==> config.mk <==
export PLATFORM = sky130hd
export DESIGN_NAME = lips_top
export DESIGN_NICKNAME = d
export VERILOG_FILES = /design/src/lips_pkg.sv /design/src/lips_sync.sv /design/src/lips_timer.sv /design/src/lips_top.sv
export SDC_FILE = /design/constraint.sdc
export NUM_CORES = 1
export LEC_CHECK = 0
export BUFFER_PORTS_ARGS = -buffer_cell sky130_fd_sc_hd__buf_2
export CAP_MARGIN = 20
export CELL_PAD_IN_SITES_DETAIL_PLACEMENT = 1
export CELL_PAD_IN_SITES_GLOBAL_PLACEMENT = 1
export CORE_UTILIZATION = 50
export DETAILED_ROUTE_END_ITERATION = 8
export PLACE_DENSITY = 0.83
export SKIP_LAST_GASP = 1
export SYNTH_ARGS = -nofsm -noshare
export SYNTH_HDL_FRONTEND = slang
export SYNTH_SLANG_ARGS = --single-unit
==> constraint.sdc <==
create_clock -name clk_sys -period 5.3 [get_ports clk_sys]
set_input_delay 0.53 -clock clk_sys [delete_from_list [all_inputs] [get_ports clk_sys]]
set_output_delay 0.53 -clock clk_sys [all_outputs]
set_load 0.05 [all_outputs]
==> src/lips_pkg.sv <==
// Purpose: Shared constants and carrier types for the live insertion power sequencer
// Assumes: 100 MHz system clock
// Notes: Times are held in their own unit and converted to cycle counts here
package lips_pkg;

   // ***************************************************
   // Timing
   // ***************************************************
   localparam int CLK_FREQ_HZ = 100000000;
   localparam int OC_QUAL_NS = 35000;
   localparam int PG_DEGLITCH_NS = 10000;
   localparam int OC_QUAL_CYC = (OC_QUAL_NS * (CLK_FREQ_HZ / 1000000)) / 1000;
   localparam int PG_DEGLITCH_CYC = (PG_DEGLITCH_NS * (CLK_FREQ_HZ / 1000000)) / 1000;
   localparam int CNT_W = 12;
   localparam int SYNC_W = 17;

   // ***************************************************
   // Reset values
   // ***************************************************
   localparam logic RST_LOW = 1'h0;
   localparam logic RST_HIGH = 1'h1;

   // ***************************************************
   // Carriers
   // ***************************************************
   typedef struct packed {
      logic uv_12v;
      logic uv_m12v;
      logic uv_5v;
      logic uv_3v3;
   } lips_uvlo_t;

   typedef struct packed {
      logic good_12v;
      logic good_3v3;
      logic good_5v;
      logic good_m12v;
   } lips_outgood_t;

   typedef struct packed {
      logic off_cmd;
      logic led_set;
      logic reset_set;
   } lips_serial_t;

   typedef enum logic [1:0] {
      LIPS_OFF,
      LIPS_RAMP,
      LIPS_ON,
      LIPS_TRIPPED
   } lips_state_t;

endpackage

==> src/lips_sync.sv <==
// Purpose: Two flop synchroniser bank for asynchronous flags
// Assumes: First stage is read only by the second stage
// Notes: Width set by package constant
`timescale 1ns/1ns
`default_nettype none
module lips_sync (
   input wire logic clk_sys,
   input wire logic rst_n,
   input wire logic clk_en,
   input wire logic [lips_pkg::SYNC_W-1:0] async_in,
   output logic [lips_pkg::SYNC_W-1:0] sync_out
);
   import lips_pkg::*;

   logic [SYNC_W-1:0] meta_q;
   logic [SYNC_W-1:0] meta_d;
   logic [SYNC_W-1:0] sync_q;
   logic [SYNC_W-1:0] sync_d;

   always_comb begin
      meta_d = clk_en ? async_in : meta_q;
      sync_d = clk_en ? meta_q : sync_q;
   end

   always_ff @(posedge clk_sys or negedge rst_n) begin
      if (!rst_n) begin
         meta_q <= '0;
         sync_q <= '0;
      end else begin
         meta_q <= meta_d;
         sync_q <= sync_d;
      end
   end

   assign sync_out = sync_q;

endmodule
`default_nettype wire

==> src/lips_timer.sv <==
// Purpose: Qualification counter that fires after a condition holds for a set number of cycles
// Assumes: Condition is synchronous
// Notes: Restarts whenever the condition goes away
`timescale 1ns/1ns
`default_nettype none
module lips_timer #(
   parameter int COUNT = 1
) (
   input wire logic clk_sys,
   input wire logic rst_n,
   input wire logic clk_en,
   input wire logic cond,
   output logic expired
);
   import lips_pkg::*;

   localparam logic [CNT_W-1:0] LAST = CNT_W'(COUNT - 1);

   logic [CNT_W-1:0] cnt_q;
   logic [CNT_W-1:0] cnt_d;
   logic exp_q;
   logic exp_d;

   always_comb begin
      cnt_d = cnt_q;
      exp_d = exp_q;
      if (clk_en) begin
         if (!cond) begin
            cnt_d = '0;
            exp_d = 1'b0;
         end else if (cnt_q == LAST) begin
            exp_d = 1'b1;
         end else begin
            cnt_d = cnt_q + CNT_W'(1);
         end
      end
   end

   always_ff @(posedge clk_sys or negedge rst_n) begin
      if (!rst_n) begin
         cnt_q <= '0;
         exp_q <= 1'b0;
      end else begin
         cnt_q <= cnt_d;
         exp_q <= exp_d;
      end
   end

   assign expired = exp_q;

endmodule
`default_nettype wire

==> src/lips_top.sv <==
// Purpose: Digital control of a plug-in card live insertion power controller
// Assumes: Analog loops are modelled as flags; serial latches arrive as plain ports
// Notes: All outputs are registered; active low pins use the _n suffix
`timescale 1ns/1ns
`default_nettype none

module lips_top (
   input wire logic clk_sys,
   input wire logic rst_n,
   input wire logic clk_en,
   input wire logic off_on,
   input wire logic reset_in_n,
   input wire logic card_present_detect_1,
   input wire logic card_present_detect_2,
   input wire lips_pkg::lips_uvlo_t undervoltage_lockout,
   input wire lips_pkg::lips_outgood_t out_good,
   input wire logic overcurrent,
   input wire logic timer_above_thresh,
   input wire lips_pkg::lips_serial_t serial_latch,
   output logic status_present_1,
   output logic status_present_2,
   output logic status_fault,
   output logic status_reset_in,
   output logic status_power_good,
   output logic fault_n,
   output logic power_good_n,
   output logic bus_isolate_enable,
   output logic reset_out_n,
   output logic led_n,
   output logic gate_charge,
   output logic gate_discharge,
   output logic switch_12v_on,
   output logic timer_release,
   output lips_pkg::lips_outgood_t out_discharge
);
   import lips_pkg::*;

   // ***************************************************
   // Input synchronisers
   // ***************************************************
   logic [SYNC_W-1:0] raw_in;
   logic [SYNC_W-1:0] syn;

   assign raw_in = {off_on, reset_in_n, card_present_detect_1, card_present_detect_2,
                    undervoltage_lockout, out_good, overcurrent, timer_above_thresh,
                    serial_latch};

   lips_sync u_sync (
      .clk_sys(clk_sys),
      .rst_n(rst_n),
      .clk_en(clk_en),
      .async_in(raw_in),
      .sync_out(syn)
   );

   logic s_off_on;
   logic s_reset_in_n;
   logic s_card_present_detect_1;
   logic s_card_present_detect_2;
   lips_uvlo_t s_uvlo;
   lips_outgood_t s_good;
   logic s_oc;
   logic s_timer_hi;
   lips_serial_t s_ser;

   assign {s_off_on, s_reset_in_n, s_card_present_detect_1, s_card_present_detect_2, s_uvlo, s_good, s_oc, s_timer_hi, s_ser} = syn;

   // ***************************************************
   // Qualification counters
   // ***************************************************
   logic oc_qualified;
   logic pg_lost;
   logic oc_cond;
   logic all_good;
   lips_state_t state_q;
   lips_state_t state_d;

   assign oc_cond = s_oc && s_timer_hi && (state_q == LIPS_ON);
   assign all_good = &s_good;

   lips_timer #(.COUNT(OC_QUAL_CYC)) u_oc_timer (
      .clk_sys(clk_sys),
      .rst_n(rst_n),
      .clk_en(clk_en),
      .cond(oc_cond),
      .expired(oc_qualified)
   );

   lips_timer #(.COUNT(PG_DEGLITCH_CYC)) u_pg_timer (
      .clk_sys(clk_sys),
      .rst_n(rst_n),
      .clk_en(clk_en),
      .cond(!all_good),
      .expired(pg_lost)
   );

   // ***************************************************
   // Sequencer
   // ***************************************************
   logic cmd_off;
   logic uv_any;
   logic off_prev_q;
   logic off_prev_d;
   logic clear_cycle;
   logic [1:0] warm_q;
   logic [1:0] warm_d;
   logic sync_ready;

   // Synchroniser shows reset zeros for two edges; sequencer waits for real samples
   assign sync_ready = warm_q[1];

   assign cmd_off = s_off_on || s_ser.off_cmd;
   assign uv_any = |s_uvlo;
   // Falling edge of combined off command ends a high then low cycle
   assign clear_cycle = off_prev_q && !cmd_off;

   always_comb begin
      state_d = state_q;
      off_prev_d = off_prev_q;
      warm_d = warm_q;
      if (clk_en) begin
         warm_d = {warm_q[0], 1'h1};
      end
      if (clk_en && sync_ready) begin
         off_prev_d = cmd_off;
         unique case (state_q)
            LIPS_OFF: begin
               if (!cmd_off && !uv_any) begin
                  state_d = LIPS_RAMP;
               end
            end
            LIPS_RAMP: begin
               if (cmd_off || uv_any) begin
                  state_d = LIPS_OFF;
               end else if (s_timer_hi) begin
                  state_d = LIPS_ON;
               end
            end
            LIPS_ON: begin
               if (oc_qualified) begin
                  state_d = LIPS_TRIPPED;
               end else if (cmd_off || uv_any) begin
                  state_d = LIPS_OFF;
               end
            end
            LIPS_TRIPPED: begin
               if (clear_cycle) begin
                  state_d = LIPS_OFF;
               end
            end
         endcase
      end
   end

   always_ff @(posedge clk_sys or negedge rst_n) begin
      if (!rst_n) begin
         state_q <= LIPS_OFF;
         off_prev_q <= RST_LOW;
         warm_q <= '0;
      end else begin
         state_q <= state_d;
         off_prev_q <= off_prev_d;
         warm_q <= warm_d;
      end
   end

   // ***************************************************
   // Power good tracking
   // ***************************************************
   logic pg_q;
   logic pg_d;

   always_comb begin
      pg_d = pg_q;
      if (clk_en) begin
         if (all_good) begin
            pg_d = 1'b1;
         end else if (pg_lost) begin
            pg_d = 1'b0;
         end
      end
   end

   always_ff @(posedge clk_sys or negedge rst_n) begin
      if (!rst_n) begin
         pg_q <= RST_LOW;
      end else begin
         pg_q <= pg_d;
      end
   end

   // ***************************************************
   // Registered outputs
   // ***************************************************
   typedef struct packed {
      logic pres1;
      logic pres2;
      logic fault;
      logic rst_in;
      logic pgood;
      logic fault_n;
      logic pg_n;
      logic isolate;
      logic rst_out_n;
      logic led_n;
      logic g_chg;
      logic g_dis;
      logic sw12;
      logic tmr_rel;
      lips_outgood_t dis;
   } lips_outs_t;

   lips_outs_t out_q;
   lips_outs_t out_d;
   logic sw_on;
   logic rst_low;

   assign sw_on = (state_q == LIPS_RAMP) || (state_q == LIPS_ON);
   assign rst_low = !s_reset_in_n || s_ser.reset_set || !pg_q;

   always_comb begin
      out_d = out_q;
      if (clk_en) begin
         out_d.pres1 = s_card_present_detect_1;
         out_d.pres2 = s_card_present_detect_2;
         out_d.fault = state_q == LIPS_TRIPPED;
         out_d.rst_in = s_reset_in_n;
         out_d.pgood = pg_q;
         out_d.fault_n = !(state_q == LIPS_TRIPPED);
         out_d.pg_n = !pg_q;
         out_d.isolate = !pg_q;
         out_d.rst_out_n = !rst_low;
         out_d.led_n = !(rst_low || s_ser.led_set);
         out_d.g_chg = sw_on;
         out_d.g_dis = !sw_on;
         out_d.sw12 = sw_on;
         out_d.tmr_rel = sw_on;
         out_d.dis = {4{!sw_on}};
      end
   end

   always_ff @(posedge clk_sys or negedge rst_n) begin
      if (!rst_n) begin
         out_q <= '{pres1: RST_LOW, pres2: RST_LOW, fault: RST_LOW, rst_in: RST_LOW, pgood: RST_LOW,
                    fault_n: RST_HIGH, pg_n: RST_HIGH, isolate: RST_HIGH, rst_out_n: RST_LOW,
                    led_n: RST_LOW, g_chg: RST_LOW, g_dis: RST_HIGH, sw12: RST_LOW,
                    tmr_rel: RST_LOW, dis: 4'hF};
      end else begin
         out_q <= out_d;
      end
   end

   assign status_present_1 = out_q.pres1;
   assign status_present_2 = out_q.pres2;
   assign status_fault = out_q.fault;
   assign status_reset_in = out_q.rst_in;
   assign status_power_good = out_q.pgood;
   assign fault_n = out_q.fault_n;
   assign power_good_n = out_q.pg_n;
   assign bus_isolate_enable = out_q.isolate;
   assign reset_out_n = out_q.rst_out_n;
   assign led_n = out_q.led_n;
   assign gate_charge = out_q.g_chg;
   assign gate_discharge = out_q.g_dis;
   assign switch_12v_on = out_q.sw12;
   assign timer_release = out_q.tmr_rel;
   assign out_discharge = out_q.dis;

   // ***************************************************
   // Assertions
   // ***************************************************
   uvlo_keeps_off_a: assert property (@(posedge clk_sys) disable iff (!rst_n)
      (clk_en && uv_any && state_q != LIPS_ON) |=> !(state_q inside {LIPS_RAMP, LIPS_ON}) || !clk_en)
      else $error("switches enabled during undervoltage");
   timer_held_off_a: assert property (@(posedge clk_sys) disable iff (!rst_n)
      (clk_en && !sw_on) |=> !timer_release)
      else $error("timer released while off");
   no_trip_ramp_a: assert property (@(posedge clk_sys) disable iff (!rst_n)
      (state_q == LIPS_RAMP) |=> state_q != LIPS_TRIPPED)
      else $error("trip before timer threshold");
   trip_drives_fault_a: assert property (@(posedge clk_sys) disable iff (!rst_n)
      (clk_en && state_q == LIPS_TRIPPED) |=> (!fault_n && gate_discharge && !switch_12v_on))
      else $error("trip did not raise fault and kill supplies");
   trip_holds_a: assert property (@(posedge clk_sys) disable iff (!rst_n)
      (state_q == LIPS_TRIPPED && !clear_cycle) |=> state_q == LIPS_TRIPPED)
      else $error("trip cleared without on/off cycle");
   pg_follows_good_a: assert property (@(posedge clk_sys) disable iff (!rst_n)
      (clk_en && all_good) |=> pg_q)
      else $error("power good not asserted");
   pg_deglitch_a: assert property (@(posedge clk_sys) disable iff (!rst_n)
      (pg_q && $rose(!all_good)) |=> pg_q)
      else $error("power good dropped without deglitch");
   reset_in_low_a: assert property (@(posedge clk_sys) disable iff (!rst_n)
      (clk_en && !s_reset_in_n) |=> !reset_out_n)
      else $error("reset out not low with reset in low");
   led_follow_a: assert property (@(posedge clk_sys) disable iff (!rst_n)
      (clk_en && s_ser.led_set) |=> !led_n)
      else $error("led not lit with latch set");
   discharge_off_a: assert property (@(posedge clk_sys) disable iff (!rst_n)
      (clk_en && !sw_on) |=> (out_discharge == 4'hF))
      else $error("discharge not enabled while off");

endmodule
`default_nettype wire

==> impl_metrics.py, run 1 <==
metrics = {
    "outcome": {
        "status": "complete, no violations",
    },
    "synthesis": {
        "synth_top_family_by_area": "multiplexers",
        "synth_nets": 309,
        "synth_fa_ha_area_frac": 0.0254,
        "ys_ff_latch": 77,
        "synth_edf_count": 0,
        "ys_async_sr_fraction": 1.00,
        "synth_warnings": 0,
        "synthTopCellsByCount": "dfrtp_1, mux2_2, nor2_1",
        "synth_compound_area_frac": 0.0639,
        "ys.flop_type": "dfrtp_1",
        "synth_top_area_share": 0.537,
        "synthDistinctLibCells": 45,
        "synth_simple_gate_area_share": 0.138,
        "synth_cells": 282,
        "synth.avg_cell_area_um2": 12.2,
        "syn_area_um2": 3450,
        "synth_area_leader_cell": "dfrtp_1",
        "synth_area_leaders": "dfrtp_1, mux2_2, ha_1",
        "yosysMostFrequentCell": "dfrtp_1",
        "synth_mux_area_frac": 0.148,
        "synth_xor_area_frac": 0.0305,
        "synth_seq_area_share": 0.560,
    },
    "sta": {
        "hold_violations": 0,
        "fin_crit_ns": 2.24,
        "skew_ns": 0.00979,
        "fmax_mhz": 447,
        "worst_pin_slew_ns": 0.934,
        "finalCritPeriodShare": 0.422,
        "fin_hold_ws_ns": 0.290,
        "drv_slew": 0,
        "relSlewSlack": 0.377,
        "rsz0062_at_grt": "no",
        "setup-violations-final": 0,
        "fin_setup_tns_ns": 0,
    },
    "grt": {
        "grt_pass1_vias": 2333,
        "antenna_found_initial": 0,
        "grt.overflow.total": 0,
        "grt_pass1_wl_um": 11800,
        "grt_usage": 0.213,
        "grt_max_degree": 78,
    },
    "critical_path": {
        "critical_path.startpoint_type": "primary input",
        "worstSetupEndpointType": "register",
        "cp.required_ns": 5.52,
        "crit_fanout": 35,
        "arrival_ns": 2.45,
        "worstSetupPathType": "primary input to register",
    },
    "drt": {
        "post_drt_wl_per_cell_um": 16.9,
        "via_count": 2235,
        "detail_route.first_pass.iterations": 4,
        "via_per_inst": 5.63,
        "ant_nets": 0,
        "drt_iter0_drc": 113,
        "drc": 0,
        "wirelength_um": 6710,
    },
    "cts": {
        "htreeDepth": 3,
        "cts_buffers": 9,
        "holdBufCountCts": 0,
        "cts_resized": 0,
        "cts.clk_slew.worst_paths_ns": 0.08,
        "clockBufferDepth": 2,
        "cts_tree": "yes",
        "clockRootBuffer": "clkbuf_8",
        "clock_sinks": 77,
        "clkLatencyLatePin_ns": 0.35,
        "post_cts_buffers": 0,
    },
    "floorplan": {
        "dieArea_um2": 7230,
        "start_util": 0.531,
        "rows": 29,
        "fp.dieH_um": 85.0,
        "core-area_um2": 6490,
        "die_x_um": 85.0,
        "io_pins": 38,
    },
    "finish": {
        "drive_gt1_frac": 0.338,
        "layout.nets": 342,
        "synthToLayoutAreaGrowth_pct": 11.9,
        "fill_cells": 674,
        "antenna_cells": 0,
        "stdcell_area_um2": 3860,
        "final_cells": 397,
    },
    "placed_design": {
        "dp_hpwl_um": 4510,
        "io_buffers": 37,
        "gp_congestion": 0.777,
        "dpl_cell_area_um2": 3650,
        "dp.cells": 381,
    },
    "power": {
        "ir_drop_uv": 172,
        "power.total_mw": 1.58,
        "power_density_nw_per_um2": 410,
        "leakagePower_nw": 1.73,
    },
    "hold_path": {
        "worst_hold_path_type": "primary input to asynchronous set/reset pin",
    },
    "run": {
        "drv_cap": 0,
    },
}
[state kept, by name, summed over array words and instances, names as in the netlist, 2 cells and up]
signal,cells
u_sync.sync_out,17
state_q,2
u_oc_timer.cnt_q,12
warm_q,2
u_sync.meta_q,17
u_pg_timer.cnt_q,12
[where the power goes]
group | internal [mW] | switching, mW
clock | 0.233 | 0.227
sequential | 0.670 | 0.0712
combinational | 0.124 | 0.257
[kinds of logic after synthesis]
kind of cell             after synthesis
AND/OR/NAND/NOR                       83
flip-flops                            77
multiplexers                          45
AO/OA/AOI/OAI                         34
buffers and inverters                 24
XOR/XNOR                              12
adder cells (fa/ha/maj)                7
[worst paths after layout]
path,start,endpoint,slack [ns],cells after the start
worst min-delay path,rst_n,u_pg_timer.cnt_q[10],0.29,1
worst max-delay path,clk_en,u_pg_timer.cnt_q[7],3.06,5
worst min register to register,off_prev_q,off_prev_q,0.50,2
max in group asynchronous,rst_n,u_oc_timer.cnt_q[0],4.38,1
worst max register to register,state_q[0],state_q[1],3.48,6
min in group clk_sys,serial_latch[0],u_sync.meta_q[0],0.40,2
[layer usage]
layer	GRT usage	up-vias	wire (um)
li1	-	1063	-
met1	0.290	1119	3210
met2	0.332	41	3130
met3	0.0506	12	246
met4	0.0847	0	121
met5	0	-	0
[worst max-delay path, stage by stage]
cell and delay [ns]:
buf_2 0.55, buf_4 0.44, inv_1 0.24, nor2_1 0.55, nor2_1 0.12
[metrics by stage]
step            util  setup WS, ns
3_5_place_dp   0.562          2.68
2_1_floorplan      -          3.63
6_report       0.594          3.06
3_3_place_gp   0.562          2.73
4_1_cts        0.594          3.08
5_1_grt        0.594          2.88
[cell usage in the layout, fill, tap and decap left out, types with 2 or more instances in the layout]
master      netlist  layout
nor4_1            4       4
dfstp_2           3       3
a21o_1            4       4
clkinvlp_4        0       3
buf_2             2      36
o21ai_0          12      12
xnor2_1           8       8
nor4_4            3       3
dfrtp_1          74      74
xor2_1            4       4
nor2_1           22      22
nor2b_1           2       2
nand4_1           8       8
a21oi_1           7       7
nand3_1           7       7
clkbuf_8          0      10
nand2_1          17      17
inv_1             8       8
nor3_1            5       5
buf_4             7       2
a22o_1            3       3
ha_1              7       7
mux2_2           43      43
and3_1            4       4
[layout make-up]
cell class / count / area (um^2) / share of cell area
inverter: 8 / 30.0 / 0.00779
timing repair buffer: 38 / 195 / 0.0506
clock buffer: 10 / 138 / 0.0357
multi-input combinational: 181 / 1400 / 0.362
clock inverter: 6 / 70.1 / 0.0182
sequential: 77 / 1930 / 0.501
tap: 77 / 96.3 / 0.0250
Note: power is estimated with default switching activity, not from simulation.
==> run 2, diff against run 1 <==
--- a/config.mk
+++ b/config.mk
@@ -5,13 +5,14 @@
 export SDC_FILE = /design/constraint.sdc
 export NUM_CORES = 1
 export LEC_CHECK = 0
+export ABC_AREA = 1
 export BUFFER_PORTS_ARGS = -buffer_cell sky130_fd_sc_hd__buf_2
 export CAP_MARGIN = 20
 export CELL_PAD_IN_SITES_DETAIL_PLACEMENT = 1
 export CELL_PAD_IN_SITES_GLOBAL_PLACEMENT = 1
-export CORE_UTILIZATION = 50
+export CORE_UTILIZATION = 39
 export DETAILED_ROUTE_END_ITERATION = 8
-export PLACE_DENSITY = 0.83
+export PLACE_DENSITY = 0.75
 export SKIP_LAST_GASP = 1
 export SYNTH_ARGS = -nofsm -noshare
 export SYNTH_HDL_FRONTEND = slang
==> constraint.sdc (replaced) <==
create_clock -name clk_sys -period 2 [get_ports clk_sys]
set_input_delay 0.2 -clock clk_sys [delete_from_list [all_inputs] [get_ports clk_sys]]
set_output_delay 0.2 -clock clk_sys [all_outputs]
set_load 0.05 [all_outputs]
==> impl_metrics.py, run 2 <==
metrics = {
    "floorplan": {
        "rows": 35,
        "die_x_um": 100,
        "fp.dieH_um": 100,
        "core-area_um2": 9330,
        "start_util": 0.405,
        "io_pins": 38,
        "dieArea_um2": 10100,
    },
    "synthesis": {
        "synth_top_area_share": 0.490,
        "synth_nets": 500,
        "yosysMostFrequentCell": "nand2_1",
        "synth_cells": 473,
        "synth_seq_area_share": 0.511,
        "synth_fa_ha_area_frac": 0.0232,
        "synth_mux_area_frac": 0,
        "synth_warnings": 0,
        "synth_compound_area_frac": 0.0877,
        "ys_ff_latch": 77,
        "synth_xor_area_frac": 0.00695,
        "synthTopCellsByCount": "nand2_1, dfrtp_1, o21ai_0",
        "synth_area_leaders": "dfrtp_1, nand2_1, o21ai_0",
        "ys.flop_type": "dfrtp_1",
        "synth_area_leader_cell": "dfrtp_1",
        "ys_async_sr_fraction": 1.00,
        "synth_top_family_by_area": "simple AND/OR/NAND/NOR gates",
        "synth_simple_gate_area_share": 0.283,
        "syn_area_um2": 3780,
        "synthDistinctLibCells": 28,
        "synth.avg_cell_area_um2": 7.99,
        "synth_edf_count": 0,
    },
    "critical_path": {
        "cp-startpoint": "state_q[0]",
        "arrival_ns": 1.98,
        "crit_fanout": 9,
        "r2r-start": "state_q[0]",
        "worstSetupPathType": "register to register",
        "cp.required_ns": 2.28,
        "worstSetupEndpointType": "register",
        "critical_path.startpoint_type": "register",
    },
    "cts": {
        "holdBufCountCts": 1,
        "cts_resized": 0,
        "clockBufferDepth": 2,
        "post_cts_buffers": 0,
        "cts_tree": "yes",
        "clkLatencyLatePin_ns": 0.35,
        "cts_buffers": 9,
        "clock_sinks": 77,
        "cts.clk_slew.worst_paths_ns": 0.09,
        "clockRootBuffer": "clkbuf_8",
        "htreeDepth": 3,
    },
    "sta": {
        "worst_pin_slew_ns": 0.431,
        "fin_setup_tns_ns": 0,
        "fmax_mhz": 588,
        "skew_ns": 0.0111,
        "relSlewSlack": 0.712,
        "finalCritPeriodShare": 0.851,
        "rsz0062_at_grt": "no",
        "fin_crit_ns": 1.70,
        "drv_slew": 0,
        "hold_violations": 0,
        "setup-violations-final": 0,
    },
    "drt": {
        "drt_iter0_drc": 113,
        "detail_route.first_pass.iterations": 4,
        "drc": 0,
        "post_drt_wl_per_cell_um": 13.1,
        "via_count": 3092,
        "wirelength_um": 8380,
        "via_per_inst": 4.84,
        "ant_nets": 0,
    },
    "power": {
        "ir_drop_uv": 413,
        "power_density_nw_per_um2": 919,
        "leakagePower_nw": 2.09,
        "power.total_mw": 3.92,
    },
    "placed_design": {
        "dp_hpwl_um": 5900,
        "gp_congestion": 0.753,
        "io_buffers": 37,
    },
    "finish": {
        "layout_common_cells": "nand2_1, dfrtp_1, o21ai_0",
        "synthToLayoutAreaGrowth_pct": 12.9,
        "drive_gt1_frac": 0.157,
        "antenna_cells": 0,
        "mostFrequentLayoutCell": "nand2_1",
        "fill_cells": 1172,
        "layout.nets": 532,
    },
    "hold_path": {
        "min-delay-start": "serial_latch[2]",
        "worst_hold_path_type": "primary input to register",
    },
    "grt": {
        "grt.overflow.total": 0,
        "grt_pass1_vias": 3169,
        "grt_max_degree": 64,
        "grt_usage": 0.182,
        "antenna_found_initial": 0,
        "grt_pass1_wl_um": 14600,
    },
    "run": {
        "drv_cap": 0,
    },
    "outcome": {
        "status": "complete, no violations",
    },
}
## run 2: cell count changes in the layout (fill, tap and decap cells not counted), sizes merged, moves of 31 or more
cell / before / now
inv: 9 / 49
mux2: 44 / 0
nand2: 17 / 171
nand3: 7 / 38
o21ai: 12 / 56
## run 2: metal layers
layer	vias up	global-route usage	wire length (um)
met5	-	0	0
met1	1489	0.241	3930
met3	8	0.0425	204
li1	1558	-	-
met2	37	0.302	4170
met4	0	0.0435	70
## run 2: layout make-up
cell class                 count  area, um^2  area share
timing repair buffer          45         288      0.0674
clock buffer                   9         124      0.0290
sequential                    77        1930       0.452
clock inverter                 7        72.6      0.0170
inverter                      47         176      0.0413
multi-input combinational    325        1520       0.355
tap                          129         161      0.0378
## run 2: kinds of logic (layout without fill, tap and decap cells)
| kind of cell | after synthesis | in the layout |
|---|---|---|
| xor+xnor | 3 | 3 |
| flops | 77 | 77 |
| compound gates | 60 | 60 |
| fa+ha+maj | 7 | 7 |
| buf+inv | 71 | 108 |
| simple gates | 255 | 255 |
## run 2: power breakdown
part           leakage, nW  internal, mW  switching [mW]
Clock               0.0960         0.581           0.618
Sequential           0.983          1.73           0.132
Combinational         1.01         0.242           0.620
## run 2: final timing paths
check	end	slack [ns]	depth (start not counted)
max	u_oc_timer.cnt_q[0]	0.30	9
min	u_sync.meta_q[2]	0.05	3
min reg2reg	status_fault	0.47	2
max in group asynchronous	bus_isolate_enable	1.12	3
min in group asynchronous	u_oc_timer.cnt_q[8]	0.24	2
max reg2reg	u_oc_timer.cnt_q[0]	0.30	9
## run 2: stage by stage
stage	instances	util	instance area, um^2	hold WS (ns)	setup slack, ns
final	639	0.458	4270	0.0487	0.299
after global routing	639	0.458	4270	0.0360	0.0997
after CTS	639	0.458	4270	0.0367	0.268
after detailed placement	622	0.435	4060	0.0789	0.300
after global placement	622	0.435	4060	0.0730	0.348
after floorplan	473	-	3780	-0.0956	0.589
## run 2: worst max-delay path, cell delays in order, from the launching register on
cell,delay (ns)
dfrtp_1,0.42
inv_1,0.12
ha_1,0.21
nand3_1,0.16
nor2_1,0.15
nand2_1,0.09
nand2_2,0.18
buf_4,0.19
nand2_1,0.07
o21ai_2,0.05
==> run 3, diff against run 2 <==
--- a/config.mk
+++ b/config.mk
@@ -10,9 +10,10 @@
 export CAP_MARGIN = 20
 export CELL_PAD_IN_SITES_DETAIL_PLACEMENT = 1
 export CELL_PAD_IN_SITES_GLOBAL_PLACEMENT = 1
-export CORE_UTILIZATION = 39
+export CORE_UTILIZATION = 44
 export DETAILED_ROUTE_END_ITERATION = 8
-export PLACE_DENSITY = 0.75
+export PLACE_DENSITY = 0.8
+export RECOVER_POWER = 25
 export SKIP_LAST_GASP = 1
 export SYNTH_ARGS = -nofsm -noshare
 export SYNTH_HDL_FRONTEND = slang
==> constraint.sdc (replaced) <==
create_clock -name clk_sys -period 1.9 [get_ports clk_sys]
set_input_delay 0.19 -clock clk_sys [delete_from_list [all_inputs] [get_ports clk_sys]]
set_output_delay 0.19 -clock clk_sys [all_outputs]
set_load 0.05 [all_outputs]
==> impl_metrics.py, run 3 (synthesized netlist as in run 2, its figures left out) <==
metrics = {
    "outcome": {
        "status": "complete, no violations",
    },
    "sta": {
        "fin_ws_ns": 0.151,
        "fin_hold_ws_ns": 0.0506,
        "worst_pin_slew_ns": 0.593,
        "drv_slew": 0,
        "finalCritPeriodShare": 0.921,
        "rsz0062_at_grt": "no",
        "skew_ns": 0.0122,
        "fin_setup_tns_ns": 0,
        "relSlewSlack": 0.605,
        "fmax_mhz": 572,
        "setup-violations-final": 0,
        "hold_violations": 0,
        "fin_crit_ns": 1.75,
    },
    "critical_path": {
        "cp.required_ns": 2.14,
        "critical_path.startpoint_type": "register",
        "path_cells": "ha_1, nand3_1, nor3_2, nand2_1, nand2_2, buf_12, inv_1, nand2_1, nand2_1",
        "regToRegSetupSlack_ns": 0.15,
        "worstSetupEndpointType": "register",
        "cp_common_cell": "nand2_1",
        "crit_fanout": 23,
        "worstSetupPathType": "register to register",
        "arrival_ns": 1.99,
        "critical_path.max_stage_delay_ns": 0.47,
        "cpMaxStageDelayCell": "dfrtp_1",
    },
    "power": {
        "p_sw_frac": 0.329,
        "ir_drop_uv": 496,
        "internal-power_mw": 2.93,
        "clkPwrFrac": 0.341,
        "p_switching_mw": 1.44,
        "power_density_nw_per_um2": 1020,
        "combPwrFrac": 0.210,
        "seqPwrFrac": 0.449,
        "leakagePower_nw": 2.10,
    },
    "floorplan": {
        "io_pins": 38,
        "fp.dieH_um": 94.7,
        "start_util": 0.458,
        "die_x_um": 94.7,
        "rows": 33,
        "core-area_um2": 8260,
        "dieArea_um2": 8970,
    },
    "placed_design": {
        "dp.cells": 599,
        "dp_hpwl_um": 6010,
        "dp_slack_ns": 0.211,
        "io_buffers": 37,
        "gp_congestion": 0.768,
    },
    "finish": {
        "antenna_cells": 0,
        "synthToLayoutAreaGrowth_pct": 12.8,
        "fill_cells": 1053,
        "layout.nets": 533,
        "drive_gt1_frac": 0.157,
        "layout_common_cells": "nand2_1, dfrtp_1, o21ai_0",
        "final_cells": 616,
        "utilization": 0.516,
        "mostFrequentLayoutCell": "nand2_1",
    },
    "drt": {
        "maxUsedRoutingLayer": "met4",
        "via_per_inst": 5.11,
        "ant_nets": 0,
        "via_count": 3145,
        "drc": 0,
        "drt_iter0_drc": 176,
        "detail_route.first_pass.iterations": 6,
        "wl_met2_um": 4570,
        "wl_met3_um": 208,
        "wirelength_um": 9160,
        "post_drt_wl_per_cell_um": 14.9,
        "met1_length_um": 4290,
    },
    "cts": {
        "clockBufferDepth": 2,
        "cts_tree": "yes",
        "clock_sinks": 77,
        "cts_resized": 0,
        "cts_buffers": 9,
        "holdBufCountCts": 1,
        "cts.clk_slew.worst_paths_ns": 0.08,
        "htreeDepth": 3,
        "post_cts_buffers": 0,
        "clkLatencyLatePin_ns": 0.35,
        "clockRootBuffer": "clkbuf_8",
    },
    "grt": {
        "grt_pass1_wl_um": 15400,
        "antenna_found_initial": 0,
        "grt_usage": 0.221,
        "grt_max_degree": 43,
        "grt.overflow.total": 0,
        "grt_pass1_vias": 3268,
    },
    "run": {
        "drv_cap": 0,
    },
    "hold_path": {
        "worst_hold_path_type": "primary input to register",
    },
}
-- run 3: changes by cell type in the layout (fill, tap and decap cells not counted) --
cell,delta
inv_6,-1
bufinv_16,+1
clkbuf_8,+3
buf_4,+1
clkinvlp_4,-2
buf_12,-2
clkinv_4,+1
clkbuf_4,+1
clkinv_2,-2
clkbuf_1,+1
-- run 3: worst paths after layout --
check / start / depth (start not counted) / to
setup / recovery: u_oc_timer.cnt_q[0] / 9 / u_oc_timer.cnt_q[4]
hold / removal: serial_latch[0] / 3 / u_sync.meta_q[0]
setup reg to reg: u_oc_timer.cnt_q[0] / 9 / u_oc_timer.cnt_q[4]
hold reg to reg: status_power_good / 2 / status_power_good
max in group asynchronous: rst_n / 3 / u_sync.sync_out[8]
min in group asynchronous: rst_n / 2 / u_oc_timer.expired
-- run 3: final cells by class --
type	instances	area, um^2	share of cell area
clock buffers	12	165	0.0387
inverters	47	176	0.0414
well taps	105	131	0.0308
multi-input cells	325	1520	0.355
clock inverters	4	77.6	0.0182
flip-flops and latches	77	1930	0.453
repair buffers	46	267	0.0625
-- run 3: stage by stage --
stage / total power [mW] / cell area (um^2)
global placement: 2.85 / 4030
CTS: 4.41 / 4280
floorplan: 2.69 / 3780
detailed placement: 2.91 / 4030
global route: 4.59 / 4260
finish: 4.36 / 4260
-- run 3: power groups by stage --
| stage | clock network, mW | registers (mW) | logic (mW) |
|---|---|---|---|
| after global routing | 1.59 | 1.99 | 1.01 |
| after global placement | 0 | 1.98 | 0.874 |
| after floorplan | 0 | 2.07 | 0.625 |
| final | 1.49 | 1.96 | 0.914 |
| after CTS | 1.52 | 1.96 | 0.930 |
| after detailed placement | 0 | 1.99 | 0.915 |
-- run 3: critical path: cells and delay by family (launching register included) --
family,cells,cell delay [ns]
and+or+nand+nor,6,0.54
DFF,1,0.47
adders and majority gates,1,0.38
buffers and inverters,2,0.23
-- run 3: routing by layer --
layer	up-vias	global-route usage
met5	-	0
met4	0	0.0492
met3	6	0.0459
met2	38	0.382
met1	1542	0.282
li1	1559	-
